$ cat src/core/twi_wait_defines.vh
// Constants for the two-wire wait and interrupt controller.
// Included by the controller only, not by its line sampler; definitions only.
`ifndef TWI_WAIT_DEFINES_VH
`define TWI_WAIT_DEFINES_VH
`define RELEASE_ALL_BYTE   8'hff
`define EXT_HI_ZERO        4'h0
`define EXT_HI_ONE         4'hf
`define TEN_BIT_PREFIX     5'h1e
`define GEN_CALL_ADDR      7'h00
`define CLK_ADDR_LAST      4'h9
`define CLK_EIGHT          4'h8
`define CLK_NINE           4'h9
`define CTL_STOP_BIT       0
`define CTL_START_BIT      1
`define CTL_ACKE_BIT       2
`define CTL_WTIM_BIT       3
`define CTL_SPIE_BIT       4
`define CTL_WREL_BIT       5
`define CTL_LREL_BIT       6
`define STS_COI_BIT        4
`define STS_EXC_BIT        5
`define CNT_RESET          4'h0
`define CNT_START          4'hf
`endif

$ cat src/core/twi_line_sync.v
// Two-flop synchroniser with edge detection for one bus line.
// Assumes the line is asynchronous to clk_in; outputs are on clk_in.
`timescale 1ns/1ps
module twi_line_sync (
   input  wire clk_in,
   input  wire nrst_in,
   input  wire ce_in,
   input  wire line_in,
   output wire level_out,
   output wire rise_out,
   output wire fall_out
);
   reg meta_r;
   reg sync_r;
   reg last_r;
   always @(posedge clk_in) begin
      if (!nrst_in) begin
         meta_r <= 1'b1;
         sync_r <= 1'b1;
         last_r <= 1'b1;
      end else if (ce_in) begin
         meta_r <= line_in;
         sync_r <= meta_r;
         last_r <= sync_r;
      end
   end
   assign level_out = sync_r;
   assign rise_out  = sync_r & ~last_r;
   assign fall_out  = ~sync_r & last_r;
endmodule // twi_line_sync

$ cat src/core/twi_wait_ctrl.v
// Two-wire controller core: waits, interrupt timing, address match,
// extension codes, transmit check and arbitration loss.
// Assumes clk_in far faster than the serial clock; control bits are
// one-cycle strobes or levels from software on clk_in.
//
// Behaviour
// RULE_01 - Waiting device holds clock line low
// RULE_02 - Receive wait ends on release or FFH
// RULE_03 - Transmit wait ends on data write
// RULE_04 - Master wait also ends on start/stop
// RULE_05 - Data wait at clock 8 or 9
// RULE_06 - Slave match: interrupt, wait at clock 9
// RULE_07 - Address match always drives acknowledge
// RULE_08 - Extension code interrupts at clock 8
// RULE_09 - Restart mismatch: interrupt, no wait
// RULE_10 - Foreign address: no interrupt, no wait
// RULE_11 - Master address wait always clock 9
// RULE_12 - Events align to serial clock falls
// RULE_13 - Software sets acknowledge before releasing wait
// RULE_14 - Stop interrupt only when enabled
// RULE_15 - Compare address, interrupt on match/extension
// RULE_16 - Capture line levels while transmitting
// RULE_17 - Upper nibble 0000/1111 flags extension
// RULE_18 - Ten-bit prefix sets extension and coincidence
// RULE_19 - Bus release leaves slave operation
// RULE_20 - Classify general call, start byte, ten-bit
// RULE_21 - Masters clock together until data differs
// RULE_22 - Arbitration loss flags and releases lines
// RULE_23 - Post-loss interrupt at clock 8/9 (code: clock 9 only, when wait_timing_select_in is set)
// RULE_24 - Stop during loss interrupts at stop
// RULE_25 - Post-loss clock nine or extension eight (code: clock nine only when wait_timing_select_in is set)
// RULE_26 - Software enables stop interrupt for arbitration
// RULE_27 - Interrupt is one-cycle pulse
`timescale 1ns/1ps
`include "twi_wait_defines.vh"
module twi_wait_ctrl (
   input  wire       clk_in,
   input  wire       nrst_in,
   input  wire       ce_in,
   input  wire       scl_in,
   output wire       scl_out,
   output wire       scl_oe_out,
   input  wire       sda_in,
   output wire       sda_out,
   output wire       sda_oe_out,
   input  wire       master_mode_in,
   input  wire       wait_timing_select_in,
   input  wire       auto_ack_enable_in,
   input  wire       stop_interrupt_enable_in,
   input  wire       wait_release_in,
   input  wire       start_request_in,
   input  wire       stop_request_in,
   input  wire       bus_release_request_in,
   input  wire       data_write_in,
   input  wire [7:0] data_in,
   input  wire [6:0] own_slave_address_in,
   input  wire       flags_clear_in,
   output wire [7:0] shift_register_out,
   output wire       serial_irq_out,
   output wire       waiting_out,
   output wire       extension_code_flag_out,
   output wire       address_coincidence_flag_out,
   output wire       arbitration_lost_flag_out,
   output wire       start_detected_flag_out,
   output wire       stop_detected_out,
   output wire       transmit_error_out,
   output wire       general_call_out,
   output wire       start_byte_out,
   output wire       ten_bit_out,
   output wire       slave_selected_out
);
   wire scl_s;
   wire scl_rise;
   wire scl_fall;
   wire sda_s;
   wire sda_rise;
   wire sda_fall;

   twi_line_sync u_scl (
      .clk_in   (clk_in),
      .nrst_in  (nrst_in),
      .ce_in    (ce_in),
      .line_in  (scl_in),
      .level_out(scl_s),
      .rise_out (scl_rise),
      .fall_out (scl_fall)
   );
   twi_line_sync u_sda (
      .clk_in   (clk_in),
      .nrst_in  (nrst_in),
      .ce_in    (ce_in),
      .line_in  (sda_in),
      .level_out(sda_s),
      .rise_out (sda_rise),
      .fall_out (sda_fall)
   );

   // Upper nibble reserved for extension codes
   function is_ext;
      input [6:0] a;
      begin
         is_ext = (a[6:3] == `EXT_HI_ZERO) || (a[6:3] == `EXT_HI_ONE);
      end
   endfunction

   // Byte phase of the current transfer
   localparam ST_IDLE = 2'h0;
   localparam ST_ADDR = 2'h1;
   localparam ST_DATA = 2'h2;
   localparam ST_OFF  = 2'h3;

   reg [1:0] state_r;
   reg [1:0] state_nxt;
   reg [3:0] clk_cnt_r;
   reg [7:0] shift_r;
   reg [7:0] sent_r;
   reg       wait_r;
   reg       irq_r;
   reg       exc_r;
   reg       coi_r;
   reg       ald_r;
   reg       std_r;
   reg       spd_r;
   reg       txerr_r;
   reg       gcall_r;
   reg       sbyte_r;
   reg       tenb_r;
   reg       selected_r;
   reg       transmit_r;
   reg       restart_r;
   reg       lost_r;
   reg       sda_drv_r;
   reg       ack_drv_r;
   reg       ext_byte_r;

   // Both lines share one sync depth, so their edges line up
   wire start_cond = sda_fall & scl_s;
   wire stop_cond  = sda_rise & scl_s;
   wire [3:0] clk_no = clk_cnt_r + 4'h1;
   // Address sits above the direction bit
   wire [6:0] rx_addr = shift_r[7:1];
   wire addr_match = (rx_addr == own_slave_address_in);
   wire ext_code   = is_ext(rx_addr);
   wire data_point = wait_timing_select_in ? (clk_no == `CLK_NINE) : (clk_no == `CLK_EIGHT);
   wire is_master  = master_mode_in & ~lost_r;

   // RULE_02 receive release
   wire rel_rx = wait_release_in | (data_write_in & (data_in == `RELEASE_ALL_BYTE));
   // RULE_03 transmit release
   wire rel_tx = data_write_in;
   // RULE_04 master-only release
   wire rel_m  = is_master & (start_request_in | stop_request_in);
   // Bus release also frees a pending wait
   wire release_now = (transmit_r ? rel_tx : rel_rx) | rel_m | bus_release_request_in;

   always @* begin
      state_nxt = state_r;
      case (state_r)
         ST_IDLE: if (start_cond) state_nxt = ST_ADDR;
         ST_ADDR: if (scl_fall && clk_no == `CLK_ADDR_LAST) state_nxt = ST_DATA;
         ST_DATA: if (bus_release_request_in) state_nxt = ST_OFF;
         ST_OFF:  state_nxt = ST_OFF;
         default: state_nxt = ST_IDLE;
      endcase
      // Bus conditions override the byte sequence
      if (start_cond)
         state_nxt = ST_ADDR;
      if (stop_cond)
         state_nxt = ST_IDLE;
   end

   always @(posedge clk_in) begin
      if (!nrst_in) begin
         state_r    <= ST_IDLE;
         clk_cnt_r  <= `CNT_RESET;
         shift_r    <= 8'h00;
         sent_r     <= 8'h00;
         wait_r     <= 1'b0;
         irq_r      <= 1'b0;
         exc_r      <= 1'b0;
         coi_r      <= 1'b0;
         ald_r      <= 1'b0;
         std_r      <= 1'b0;
         spd_r      <= 1'b0;
         txerr_r    <= 1'b0;
         gcall_r    <= 1'b0;
         sbyte_r    <= 1'b0;
         tenb_r     <= 1'b0;
         selected_r <= 1'b0;
         transmit_r <= 1'b0;
         restart_r  <= 1'b0;
         lost_r     <= 1'b0;
         sda_drv_r  <= 1'b0;
         ack_drv_r  <= 1'b0;
         ext_byte_r <= 1'b0;
      end else if (ce_in) begin
         state_r <= state_nxt;
         irq_r   <= 1'b0;
         // Clear first so that a set later in this cycle wins
         if (flags_clear_in) begin
            exc_r   <= 1'b0;
            coi_r   <= 1'b0;
            ald_r   <= 1'b0;
            txerr_r <= 1'b0;
         end
         if (data_write_in) begin
            shift_r    <= data_in;
            sent_r     <= data_in;
            // A slave takes its direction from the address bit
            if (is_master)
               transmit_r <= 1'b1;
            sda_drv_r  <= ~data_in[7];
         end
         if (release_now)
            wait_r <= 1'b0;
         // Ninth clock carries the acknowledge; the byte stays intact
         if (scl_rise && !wait_r && clk_no != `CLK_NINE) begin
            // RULE_16 capture actual line
            shift_r <= {shift_r[6:0], sda_s};
            // RULE_21 arbitration compare
            if (is_master && sda_drv_r == 1'b0 && !sda_s) begin
               // RULE_22 loss flag
               ald_r  <= 1'b1;
               lost_r <= 1'b1;
            end
         end
         // RULE_12 falling-edge sync
         if (scl_fall && (state_r == ST_ADDR || state_r == ST_DATA)) begin
            clk_cnt_r <= (clk_no == `CLK_NINE) ? `CNT_RESET : clk_no;
            ack_drv_r <= 1'b0;
            sda_drv_r <= (transmit_r && !lost_r && clk_no < `CLK_EIGHT) ? ~shift_r[7] : 1'b0;
            if (state_r == ST_ADDR) begin
               if (clk_no == `CLK_EIGHT && !is_master) begin
                  // RULE_20 reserved classes
                  gcall_r <= (shift_r[7:1] == `GEN_CALL_ADDR) & ~shift_r[0];
                  sbyte_r <= (shift_r[7:1] == `GEN_CALL_ADDR) & shift_r[0];
                  tenb_r  <= (shift_r[7:3] == `TEN_BIT_PREFIX);
                  // RULE_15 compare address
                  if (addr_match) begin
                     // RULE_07 forced acknowledge
                     ack_drv_r  <= 1'b1;
                     selected_r <= 1'b1;
                     // RULE_18 ten-bit coincidence
                     coi_r <= 1'b1;
                  end
                  ext_byte_r <= ext_code;
                  if (ext_code) begin
                     // RULE_17 extension flag
                     exc_r <= 1'b1;
                     // RULE_08 interrupt at eight
                     irq_r <= 1'b1;
                     // RULE_18 matched prefix waits at eight
                     wait_r <= addr_match;
                  end
                  transmit_r <= shift_r[0];
               end
               if (clk_no == `CLK_ADDR_LAST) begin
                  if (is_master) begin
                     // RULE_11 master address
                     irq_r  <= 1'b1;
                     wait_r <= 1'b1;
                  end else if (selected_r && !ext_byte_r) begin
                     // RULE_06 match wait
                     irq_r  <= 1'b1;
                     wait_r <= 1'b1;
                  end else if (restart_r && !ext_byte_r) begin
                     // RULE_09 no wait
                     irq_r <= 1'b1;
                  end else if (lost_r) begin
                     // RULE_25 loss at nine
                     irq_r <= wait_timing_select_in;
                  end
                  // Extension codes were answered at clock eight
                  // RULE_10 otherwise silent
               end
            end else if (data_point
                         && (is_master || selected_r || (lost_r && wait_timing_select_in))) begin
               // RULE_05 data timing
               // RULE_23 post-loss interrupt
               irq_r  <= 1'b1;
               wait_r <= ~lost_r;
            end
            if (clk_no == `CLK_EIGHT && state_r == ST_DATA && !transmit_r && auto_ack_enable_in
                && (selected_r || is_master))
               ack_drv_r <= 1'b1;
            if (clk_no == `CLK_NINE && transmit_r && shift_r != sent_r)
               txerr_r <= 1'b1;
         end
         if (start_cond) begin
            std_r     <= 1'b1;
            spd_r     <= 1'b0;
            restart_r <= std_r & ~spd_r;
            // The start's own clock fall counts as clock zero
            clk_cnt_r <= `CNT_START;
            ext_byte_r <= 1'b0;
            wait_r    <= 1'b0;
            if (!master_mode_in) transmit_r <= 1'b0;
         end
         if (stop_cond) begin
            spd_r      <= 1'b1;
            std_r      <= 1'b0;
            selected_r <= 1'b0;
            restart_r  <= 1'b0;
            lost_r     <= 1'b0;
            wait_r     <= 1'b0;
            sda_drv_r  <= 1'b0;
            // RULE_14 stop interrupt
            // RULE_24 loss ends at stop
            irq_r <= stop_interrupt_enable_in;
         end
         if (bus_release_request_in) begin
            // RULE_19 leave slave role
            selected_r <= 1'b0;
            wait_r     <= 1'b0;
            ack_drv_r  <= 1'b0;
            sda_drv_r  <= 1'b0;
            transmit_r <= 1'b0;
         end
      end
   end

   // RULE_01 hold clock low
   assign scl_out    = 1'b0;
   assign scl_oe_out = wait_r & ~lost_r;
   assign sda_out    = 1'b0;
   // RULE_22 release lines
   assign sda_oe_out = (sda_drv_r | ack_drv_r) & ~lost_r;
   // RULE_27 single pulse
   assign serial_irq_out               = irq_r;
   assign waiting_out                  = wait_r;
   assign shift_register_out           = shift_r;
   assign extension_code_flag_out      = exc_r;
   assign address_coincidence_flag_out = coi_r;
   assign arbitration_lost_flag_out    = ald_r;
   assign start_detected_flag_out      = std_r;
   assign stop_detected_out            = spd_r;
   assign transmit_error_out           = txerr_r;
   assign general_call_out             = gcall_r;
   assign start_byte_out               = sbyte_r;
   assign ten_bit_out                  = tenb_r;
   assign slave_selected_out           = selected_r;
endmodule // twi_wait_ctrl

$ cat config.mk
export PLATFORM = sky130hd
export DESIGN_NAME = twi_wait_ctrl
export DESIGN_NICKNAME = d
export VERILOG_FILES = /design/src/core/twi_line_sync.v /design/src/core/twi_wait_ctrl.v
export VERILOG_INCLUDE_DIRS = /design/src /design/src/core
export SDC_FILE = /design/constraint.sdc
export NUM_CORES = 1
export LEC_CHECK = 0
export ABC_AREA = 1
export BUFFER_PORTS_ARGS = -buffer_cell sky130_fd_sc_hd__clkbuf_2
export CAP_MARGIN = 20
export CORE_ASPECT_RATIO = 0.8
export CORE_UTILIZATION = 40
export DETAILED_ROUTE_END_ITERATION = 6
export GPL_ROUTABILITY_DRIVEN = 0
export PLACE_DENSITY = 0.59
export SYNTH_ARGS = -nofsm -noshare
export SYNTH_HDL_FRONTEND = slang
export SYNTH_HIERARCHICAL = 1
export SYNTH_SLANG_ARGS = --single-unit
$ cat constraint.sdc
create_clock -name clk_in -period 2.1 [get_ports clk_in]
set_input_delay 0.315 -clock clk_in [delete_from_list [all_inputs] [get_ports clk_in]]
set_output_delay 0.315 -clock clk_in [all_outputs]
set_load 0.005 [all_outputs]
==> flow_summary.ini <==
[placement]
io_buffers = 51
placed_area_um2 = 2860
dp_slack_ps = 295
dpl.hpwl_um = 5170

[detailed_routing]
final_antenna_net_count = 0
routed_via_density = 4.98
drc = 0
first_pass_iters = 4
routed-via-count = 2456
drt-total-wl_um = 6670
drt-wirelength-per-cell_um = 13.5
drt_iter0_drc = 178

[critical_path]
crit_path_end_kind = register
required_ps = 2280
ff2ff_setup_slack_ps = 260
startpoint_type = register
crit_type = register to register
crit_chain = ha_1 > xnor2_2 > nand4_1 > nor2_2 > nand2_2 > inv_1 > o21ai_0 > o21ai_0 > nor2_1
reg2reg_depth = 9
critPathBufInv = 1
cpLargestDelayFamily = simple AND/OR/NAND/NOR gates
rr_startpoint = clk_cnt_r[0]
critPathMaxStageDelay_ps = 360
cpMostUsedCell = o21ai_0
arrival_ps = 2020
regToRegEndpoint = ten_bit_out
critical_path.max_fanout = 6
crit_path_top_delay_cell = dfxtp_1

[cts]
clockBufferDepth = 2
htreeDepth = 2
post_cts_resize_count = 0
clock_latency_ps = 290
clockRootBuffer = clkbuf_8
clock_sinks = 46
cts_buffers = 5
hold_buffers = 0
clk_pin_slew_ps = 90
tritoncts = done
cts_setup_buffers = 0

[power]
clkPwrFrac_pct = 28.2
p_seq_share_pct = 51.6
p_int_mw = 1.31
pwr-share-comb_pct = 20.2
netSwitchingPower_mw = 0.573
power.leakage_nw = 1.36
vdd_drop_max_v = 0.000350
swShare_pct = 30.4
power.density_nw_per_um2 = 639

[yosys]
seq_area_frac_synth_pct = 37.1
syn_area_per_cell_um2 = 7.04
yosysWarnings = 6
yosysTopAreaCellShare_pct = 37.1
synth_cell_type_count = 38
ys_seq_elements = 46
synth_area_leaders = dfxtp_1, nand2_1, nor2_1
synthArstFlopShare_pct = 0
synth_edf_count = 0
synthFlopType = dfxtp_1
syn_inst = 353
syn_area_um2 = 2480
yosysTopAreaCell = dfxtp_1

[die]
core_um2 = 5940
die_area_um2 = 6530
rows = 25
start_util_pct = 41.8
io_pins = 54
die_w_um = 90.1
die_y_um = 72.5

[grt]
grt_max_degree = 28
grt_pass1_vias = 2201
grt.total_usage_pct = 20.9
grt_pass1_wl_um = 10800
overflow = 0
antenna_found_initial = 0

[sta]
relSlewSlack_pct = 62.1
max_freq_mhz = 543
fin_tns_setup_ps = 0
finalHoldViolCount = 0
skew_ps = 9.94
rsz0062_at_grt = false
hold_slack_ps = 225
finalMaxSlewViolations = 0
setup_slack_ps = 258
worst_pin_slew_ps = 565
min_period_over_period_pct = 87.7
period_minus_slack_ps = 1840
finalSetupViolCount = 0

[layout]
fin_area_um2 = 2940
drive_gt1_share_pct = 18.9
finish.utilization_pct = 49.5
syn_to_final_growth_pct = 18.5
diodes = 0
fin_nets = 448

[min_path]
worstHoldEndpoint = u_sda/meta_r
hp-class = input pin to register
hold_depth = 3
hp-start = sda_in

[status]
status = finished, final reports clean

[run]
cap_violations = 0
[worst register-to-register path: cells and delay by family (launching register included)]
family	cells	cell delay, ps
and+or+nand+nor	4	540
AOI/OAI and AO/OA	2	160
xor gates and xnor gates	1	280
DFF	1	360
adders and majority gates	1	240
buffers and inverters	1	130
[area by class of cell]
| class | instances | area (um^2) |
|---|---|---|
| tap | 81 | 101 |
| multi-input combinational | 257 | 1360 |
| clock inverter | 2 | 13.8 |
| inverter | 41 | 154 |
| fill | 630 | 3000 |
| clock buffer | 6 | 72.6 |
| sequential | 46 | 921 |
| timing repair buffer | 60 | 323 |
[cell families after synthesis]
logic type | count (synthesis) | synth area share [%]
AO/OA/AOI/OAI | 73 | 16.9
XOR/XNOR | 16 | 5.94
adder cells (fa/ha/maj) | 7 | 3.53
buffers and inverters | 51 | 8.36
flip-flops | 46 | 37.1
other | 1 | 0.151
AND/OR/NAND/NOR | 159 | 28.1
[how the worst max path moves through the flow]
| stage | slack (ps) | cells past startpoint | startpoint | to |
|---|---|---|---|---|
| after floorplan | 460 | 9 | clk_cnt_r[0] | ten_bit_out |
| after global placement | 350 | 9 | clk_cnt_r[0] | ten_bit_out |
| after detailed placement | 290 | 9 | clk_cnt_r[0] | ten_bit_out |
| after CTS | 270 | 9 | clk_cnt_r[0] | ten_bit_out |
| after global routing | 40 | 9 | clk_cnt_r[0] | ten_bit_out |
| final | 260 | 9 | clk_cnt_r[0] | ten_bit_out |
[synth_stat cells, types with 2 or more instances]
| cell | instances |
|---|---|
| buf_4 | 2 |
| inv_2 | 3 |
| nor2_2 | 2 |
| xnor2_1 | 11 |
| a31oi_1 | 8 |
| nand2_2 | 2 |
| clkbuf_1 | 6 |
| clkinv_1 | 3 |
| a21oi_1 | 23 |
| nand2_1 | 73 |
| nor2_1 | 42 |
| o21ai_0 | 26 |
| o21ai_1 | 3 |
| nand3_1 | 23 |
| o31ai_1 | 2 |
| ha_1 | 7 |
| xor2_1 | 4 |
| dfxtp_1 | 46 |
| inv_1 | 35 |
| a211oi_1 | 4 |
| nand4_1 | 11 |
[power by group through the flow]
stage                     logic [mW]  clock network [mW]  registers, mW
after global routing           0.424               0.579          0.979
final                          0.380               0.532          0.971
after CTS                      0.378               0.552          0.971
after floorplan                0.251                   0          0.978
after detailed placement       0.375                   0          0.991
after global placement         0.374                   0          0.990
[layout by cell type, fill, tap and decap left out, drive strengths merged, types with 2 or more instances in the layout]
cell,synthesis,routed
xnor2,12,12
conb,1,2
clkbuf,6,57
buf,4,9
o21ai,30,30
a21oi,23,23
xor2,4,4
nor2,44,44
dfxtp,46,46
ha,7,7
clkinv,3,5
nand3,24,24
nand2,76,76
nand4,11,11
a211oi,4,4
a31oi,8,8
o31ai,2,2
inv,38,38
[per-layer routing]
| layer | global-route usage [%] | wire [um] | up-vias |
|---|---|---|---|
| li1 | - | - | 1283 |
| met1 | 31.2 | 3420 | 1083 |
| met2 | 31.2 | 2760 | 88 |
| met3 | 3.88 | 458 | 2 |
| met4 | 4.30 | 28 | 0 |
| met5 | 0 | 0 | - |
[flip-flops by register name (all words and copies together) (netlist names), 2 cells and up]
signal,flops
state_r,2
sent_r,8
shift_register_out,8
clk_cnt_r,4
[per-stage QoR]
step           power [mW]  cells
5_1_grt              1.98    493
3_3_place_gp         1.36    485
6_report             1.88    493
4_1_cts              1.90    493
2_1_floorplan        1.23    354
3_5_place_dp         1.37    485
Note: power is estimated with default switching activity, not from simulation.
